`config.mk`:
```
export PLATFORM = sky130hd
export DESIGN_NAME = lke_status_bank
export DESIGN_NICKNAME = d
export VERILOG_FILES = /design/src/core/lke_pkg.sv /design/src/core/lke_io_decode.sv /design/src/core/lke_irq_select.sv /design/src/core/lke_status_bank.sv
export SDC_FILE = /design/constraint.sdc
export NUM_CORES = 1
export LEC_CHECK = 0
export ABC_CLOCK_PERIOD_IN_PS = 2500
export BUFFER_PORTS_ARGS = -buffer_cell sky130_fd_sc_hd__buf_2
export CAP_MARGIN = 10
export CORE_MARGIN = 3
export CORE_UTILIZATION = 37
export DETAILED_ROUTE_END_ITERATION = 12
export PLACE_DENSITY = 0.92
export REMOVE_ABC_BUFFERS = 1
export SLEW_MARGIN = 25
export SYNTH_ARGS = -nofsm -noshare
export SYNTH_HDL_FRONTEND = slang
export SYNTH_SLANG_ARGS = --single-unit
export TNS_END_PERCENT = 20
```
`constraint.sdc`:
```
create_clock -name mclk -period 2.5 [get_ports mclk]
set_clock_uncertainty 0.1 [all_clocks]
set_input_delay 0.5 -clock mclk [delete_from_list [all_inputs] [get_ports mclk]]
set_output_delay 0.5 -clock mclk [all_outputs]
set_load 0.03 [all_outputs]
```
`src/core/lke_pkg.sv`:
```
package lke_pkg;

    // ------------------------------------------------------------
    // legacy i/o ports
    // ------------------------------------------------------------
    localparam logic [15:0] PORT_DATA = 16'h0060;
    localparam logic [15:0] PORT_CMD = 16'h0064;

    // ------------------------------------------------------------
    // memory-mapped operational space
    // ------------------------------------------------------------
    localparam int MEM_ADDR_W = 12;
    localparam logic [11:0] OFS_EMU_STATUS = 12'h10C;
    localparam int STATUS_W = 8;
    localparam logic [7:0] STATUS_RESET = 8'h00;
    localparam logic [31:0] RDATA_UNMAPPED = 32'h00000000;
    localparam logic [23:0] RESERVED_ZERO = 24'h000000;

    // ------------------------------------------------------------
    // status layout, bit 7 down to bit 0
    // ------------------------------------------------------------
    typedef struct packed {
        logic parityErr;
        logic timeOut;
        logic auxOutFull;
        logic keyboardInhibitSwitch;
        logic cmdData;
        logic sysFlag;
        logic inFull;
        logic outFull;
    } lke_status_s;

    // ------------------------------------------------------------
    // one legacy i/o access, valid for one cycle
    // ------------------------------------------------------------
    typedef struct packed {
        logic wr;
        logic rd;
        logic [15:0] addr;
        logic [7:0] wdata;
    } lke_io_req_s;

    // ------------------------------------------------------------
    // decoded legacy accesses
    // ------------------------------------------------------------
    typedef struct packed {
        logic wrData;
        logic wrCmd;
        logic rdData;
        logic rdCmd;
    } lke_io_hit_s;

endpackage : lke_pkg

```
`src/core/lke_io_decode.sv`:
```
`timescale 1ns/1ps
module lke_io_decode
(
    // legacy access
    input wire lke_pkg::lke_io_req_s ioReq,
    input wire logic emulationEnable,
    // decoded strobes
    output lke_pkg::lke_io_hit_s ioHit
);

    // ------------------------------------------------------------
    // port decode, live only while emulation is on
    // ------------------------------------------------------------
    logic isData;
    logic isCmd;

    assign isData = (ioReq.addr == lke_pkg::PORT_DATA);
    assign isCmd = (ioReq.addr == lke_pkg::PORT_CMD);

    assign ioHit.wrData = emulationEnable && ioReq.wr && isData;
    assign ioHit.wrCmd = emulationEnable && ioReq.wr && isCmd;
    assign ioHit.rdData = emulationEnable && ioReq.rd && isData;
    assign ioHit.rdCmd = emulationEnable && ioReq.rd && isCmd;

endmodule : lke_io_decode

```
`src/core/lke_irq_select.sv`:
```
`timescale 1ns/1ps
module lke_irq_select
(
    // clock and reset
    input wire logic mclk,
    input wire logic rst,
    // conditions
    input wire lke_pkg::lke_status_s status,
    input wire logic emulationEnable,
    input wire logic legacyInterruptEnable,
    input wire logic characterPending,
    // interrupt lines
    output logic irqKeyboard,
    output logic irqMouse,
    output logic emulationIrq
);

    // ------------------------------------------------------------
    // legacy lines
    // ------------------------------------------------------------
    logic lineArmed;

    assign lineArmed = emulationEnable && legacyInterruptEnable && status.outFull;

    always_ff @(posedge mclk)
    begin
        if (rst)
        begin
            irqKeyboard <= 1'b0;
            irqMouse <= 1'b0;
        end
        else
        begin
            irqMouse <= lineArmed && status.auxOutFull;
            irqKeyboard <= lineArmed && !status.auxOutFull;
        end
    end

    // ------------------------------------------------------------
    // emulation software interrupt
    // ------------------------------------------------------------
    always_ff @(posedge mclk)
    begin
        if (rst)
        begin
            emulationIrq <= 1'b0;
        end
        else
        begin
            emulationIrq <= (status.inFull && emulationEnable)
                || (!status.outFull && characterPending);
        end
    end

endmodule : lke_irq_select

```
`src/core/lke_status_bank.sv`:
```
`timescale 1ns/1ps
module lke_status_bank
#(
    parameter int IO_DATA_W = 8
)
(
    // clock and reset
    input wire logic mclk,
    input wire logic rst,
    // legacy i/o port side
    input wire lke_pkg::lke_io_req_s ioReq,
    input wire logic gateA20Seq,
    input wire logic [7:0] outputData,
    output logic [7:0] ioRdata,
    output logic ioRvalid,
    // memory-mapped side
    input wire logic memWr,
    input wire logic memRd,
    input wire logic [lke_pkg::MEM_ADDR_W-1:0] memAddr,
    input wire logic [31:0] memWdata,
    output logic [31:0] memRdata,
    output logic memRvalid,
    // control bits held elsewhere
    input wire logic emulationEnable,
    input wire logic legacyInterruptEnable,
    input wire logic characterPending,
    // keyboard events
    input wire logic keyboardInhibitSwitch,
    input wire logic parityErrEvt,
    input wire logic timeOutEvt,
    // status and interrupts
    output lke_pkg::lke_status_s legacyEmulationStatus,
    output logic irqKeyboard,
    output logic irqMouse,
    output logic emulationIrq
);

    // ------------------------------------------------------------
    // parameter check
    // ------------------------------------------------------------
    if (IO_DATA_W != lke_pkg::STATUS_W)
    begin : gBadWidth
        $error("lke_status_bank: IO_DATA_W must equal the status width");
    end

    // ------------------------------------------------------------
    // port decode
    // ------------------------------------------------------------
    lke_pkg::lke_io_hit_s ioHit;

    lke_io_decode uDecode
    (
        .ioReq(ioReq),
        .emulationEnable(emulationEnable),
        .ioHit(ioHit)
    );

    // ------------------------------------------------------------
    // memory write decode
    // ------------------------------------------------------------
    logic memHit;
    logic memWrHit;
    lke_pkg::lke_status_s memWrVal;

    assign memHit = (memAddr == lke_pkg::OFS_EMU_STATUS);
    assign memWrHit = memWr && memHit;
    assign memWrVal = lke_pkg::lke_status_s'(memWdata[lke_pkg::STATUS_W-1:0]);

    // ------------------------------------------------------------
    // inhibit switch change detect
    // ------------------------------------------------------------
    logic switchSeen_q;
    logic switchMoved;

    always_ff @(posedge mclk)
    begin
        if (rst)
        begin
            switchSeen_q <= 1'b0;
        end
        else
        begin
            switchSeen_q <= keyboardInhibitSwitch;
        end
    end

    assign switchMoved = (switchSeen_q != keyboardInhibitSwitch);

    // ------------------------------------------------------------
    // status register
    // ------------------------------------------------------------
    lke_pkg::lke_status_s status_q;
    lke_pkg::lke_status_s status_d;

    always_comb
    begin
        status_d = status_q;
        if (memWrHit)
        begin
            status_d = memWrVal;
        end
        if (ioHit.wrData)
        begin
            status_d.cmdData = 1'b0;
        end
        if (ioHit.wrCmd)
        begin
            status_d.cmdData = 1'b1;
        end
        if ((ioHit.wrData || ioHit.wrCmd) && !gateA20Seq)
        begin
            status_d.inFull = 1'b1;
        end
        if (ioHit.rdData)
        begin
            status_d.outFull = 1'b0;
        end
        if (switchMoved)
        begin
            status_d.keyboardInhibitSwitch = keyboardInhibitSwitch;
        end
        if (parityErrEvt)
        begin
            status_d.parityErr = 1'b1;
        end
        if (timeOutEvt)
        begin
            status_d.timeOut = 1'b1;
        end
    end

    always_ff @(posedge mclk)
    begin
        if (rst)
        begin
            status_q <= lke_pkg::lke_status_s'(lke_pkg::STATUS_RESET);
        end
        else
        begin
            status_q <= status_d;
        end
    end

    assign legacyEmulationStatus = status_q;

    // ------------------------------------------------------------
    // memory read path, free of side effects
    // ------------------------------------------------------------
    always_ff @(posedge mclk)
    begin
        if (rst)
        begin
            memRdata <= lke_pkg::RDATA_UNMAPPED;
            memRvalid <= 1'b0;
        end
        else
        begin
            memRvalid <= memRd;
            if (memRd && memHit)
            begin
                memRdata <= {lke_pkg::RESERVED_ZERO, status_q};
            end
            else
            begin
                memRdata <= lke_pkg::RDATA_UNMAPPED;
            end
        end
    end

    // ------------------------------------------------------------
    // legacy read path
    // ------------------------------------------------------------
    always_ff @(posedge mclk)
    begin
        if (rst)
        begin
            ioRdata <= lke_pkg::STATUS_RESET;
            ioRvalid <= 1'b0;
        end
        else
        begin
            ioRvalid <= ioHit.rdCmd || ioHit.rdData;
            if (ioHit.rdCmd)
            begin
                ioRdata <= status_q;
            end
            else if (ioHit.rdData)
            begin
                ioRdata <= outputData;
            end
            else
            begin
                ioRdata <= lke_pkg::STATUS_RESET;
            end
        end
    end

    // ------------------------------------------------------------
    // interrupt lines
    // ------------------------------------------------------------
    lke_irq_select uIrq
    (
        .mclk(mclk),
        .rst(rst),
        .status(status_q),
        .emulationEnable(emulationEnable),
        .legacyInterruptEnable(legacyInterruptEnable),
        .characterPending(characterPending),
        .irqKeyboard(irqKeyboard),
        .irqMouse(irqMouse),
        .emulationIrq(emulationIrq)
    );

endmodule : lke_status_bank

```
==> run metrics <==
Worst-path clk slew=0.09 ns; Worst-Skew Late Latency=0.32 ns; Yosys reg bits=30; critical path type=input pin to register; Area Growth Syn to Fin=34.9%; slowest stage cell, crit path=nor4b_4; TritonCTS Buffers=5; layout cells sized above 1=46.6%; CTS tree=built; area of the multi-input gates=618 um^2; initial antenna violation count=0; row count=21; Die Y=66.2 um; Fill cells=343; hold-fix buffers at CTS=0; status=finished clean; WP buf/inv=1; Core ar.=3420 um^2; number of post-CTS setup repair buffers=0; R2R setup slack=1.47 ns; CTS root buffer=clkbuf_4; Lkg Pwr=1.01 nW; Overflow after GRT=0; Worst Path Required=2.63 ns; reg-to-reg startpoint=switchSeen_q; synth top area cells=dfxtp_1 45%, buf_4 13%, mux2i_1 12%; setup violators final=0; global-route wire length before repair=4650 um; via count=1150; antenna diode count=0; synth warn=0; Fmax=626 MHz; TNS Setup=0 ns; post-synthesis cell type count=32; Critical R2R Capture=legacyEmulationStatus[4]; Tot GR Track Use=14.7%; M1 WL=1190 um; Slew Limit Fails=0; DRT iter0 DRCs=24; leading cell type in the layout, fill and taps excluded=buf_2; Final Wtd Congestion=0.781; Crit Path Max Fanout=8; family with the most delay on the worst path=simple AND/OR/NAND/NOR gates; die area=4380 um^2; HP Start=rst; post-synthesis sequential area ratio=44.9%; CTS Sinks=30; initial core utilization=39.2%; chip width=66.2 um; Synth Cell Area=1340 um^2; Hold WC Path Type=input pin to register; crit-path max cell delay=0.38 ns; Synth top area share=44.9%; Core Util, Final=52.9%; Pre-Repair DR Iteration Count=4; leading area contributor after synthesis=dfxtp_1; PortBufs=85; Tmin final=1.60 ns; top sig layer=met4; CP cell instances=buf_2 > nor4b_4 > nand4_4 > mux2i_1 > a311oi_1; most frequent cells in the layout=85 x buf_2, 30 x dfxtp_1, 24 x conb_1; endpoints failing hold=0; vias in the first global route=1030; met3 routed WL=372 um; RSZ-0062 raised after global routing=false; Hold EP=memRvalid; pin count of the biggest net entering global routing=14; H-Tree Depth=2; CP arrival=1.73 ns; DRC Markers=0; WHS Path Cells=2; PostCTS Resize Cnt=0; crit end category=register; Power Density=559 nW/um^2; Syn Area/Cell=10.3 um^2; Final Net Count=309; placed wire-length estimate=2650 um; met2 WL=1680 um; Max Root-Sink Buffers=2; Mapped Cells=130; CP startpoint kind=input pin; Storage cell area=601 um^2; period utilization=63.9%; vias per inst=4.31; I/O pin cnt=142; final WL=3290 um; Final ANT Viol Nets=0; Max Cap Viol=0; Avg WL per Cell=12.3 um; cell count of the worst reg-to-reg path=2; IR drop worst, VDD=292 uV
cells in the mapped netlist, drive strengths merged:
library cell and count:
buf 25, o31ai 1, a211oi 1, nor4b 2
and4 1, nor4bb 1, conb 1, and4bb 1
nand2b 1, or3b 1, inv 5, a21oi 4
nor2b 3, nand4b 1, nor3b 1, a311oi 1
clkbuf 1, nand2 4, dfxtp 30, nor4 4
nand4 2, nor2 13, mux2i 16, nand3b 2
and2 8
how the worst max path moves through the flow:
stage / start / endpoint / slack, ns / cells past startpoint
5_1_grt: memAddr[9] / memRdata[4] / 0.83 / 5
2_1_floorplan: memAddr[5] / legacyEmulationStatus[0] / 0.86 / 4
4_1_cts: memAddr[5] / legacyEmulationStatus[0] / 0.86 / 5
3_3_place_gp: memAddr[5] / legacyEmulationStatus[0] / 0.62 / 5
6_report: memAddr[9] / legacyEmulationStatus[0] / 0.90 / 5
3_5_place_dp: memAddr[5] / legacyEmulationStatus[0] / 0.53 / 5
cells by family (layout without fill, tap and decap cells):
logic type             count (synthesis)  after routing  share of synthesized area, %
flip-flops                            30             30                          44.9
AND/OR/NAND/NOR                       45             45                          24.2
other                                  1             24                         0.280
multiplexers                          16             16                          12.0
AO/OA/AOI/OAI                          7              7                          3.27
buffers and inverters                 31             99                          15.4
layer usage:
layer	global-route usage, %	vias to the layer above
li1	-	573
met1	14.7	498
met2	26.6	73
met3	5.44	6
met4	6.85	0
met5	0	-
through the flow:
stage | instances | total power, mW | cell area (um^2) | setup WS, ns | hold WS (ns)
after floorplan | 127 | 0.580 | 1240 | 0.859 | 0.388
after detailed placement | 259 | 0.646 | 1730 | 0.531 | 0.389
after global routing | 267 | 1.05 | 1810 | 0.831 | 0.265
after global placement | 259 | 0.642 | 1730 | 0.621 | 0.367
after CTS | 267 | 1.02 | 1810 | 0.865 | 0.275
final | 267 | 1.01 | 1810 | 0.903 | 0.283
final cells by class:
class | instances | share of cell area, %
tap | 46 | 3.19
multi-input combinational | 92 | 34.2
clock inverter | 3 | 2.22
inverter | 5 | 1.04
timing repair buffer | 86 | 24.0
sequential | 30 | 33.3
clock buffer | 5 | 2.08
power by group:
| group | internal [mW] | switching [mW] | total, mW |
|---|---|---|---|
| Clock | 0.207 | 0.168 | 0.375 |
| Sequential | 0.484 | 0.00412 | 0.488 |
| Combinational | 0.0517 | 0.0955 | 0.147 |
| Total | 0.743 | 0.267 | 1.01 |
registers in the layout, indices dropped and copies added (netlist names):
name,cells
uIrq.emulationIrq,1
memRdata,8
ioRdata,8
uIrq.irqMouse,1
switchSeen_q,1
uIrq.irqKeyboard,1
ioRvalid,1
memRvalid,1
legacyEmulationStatus,8
Power figures use the tool's default switching activity.
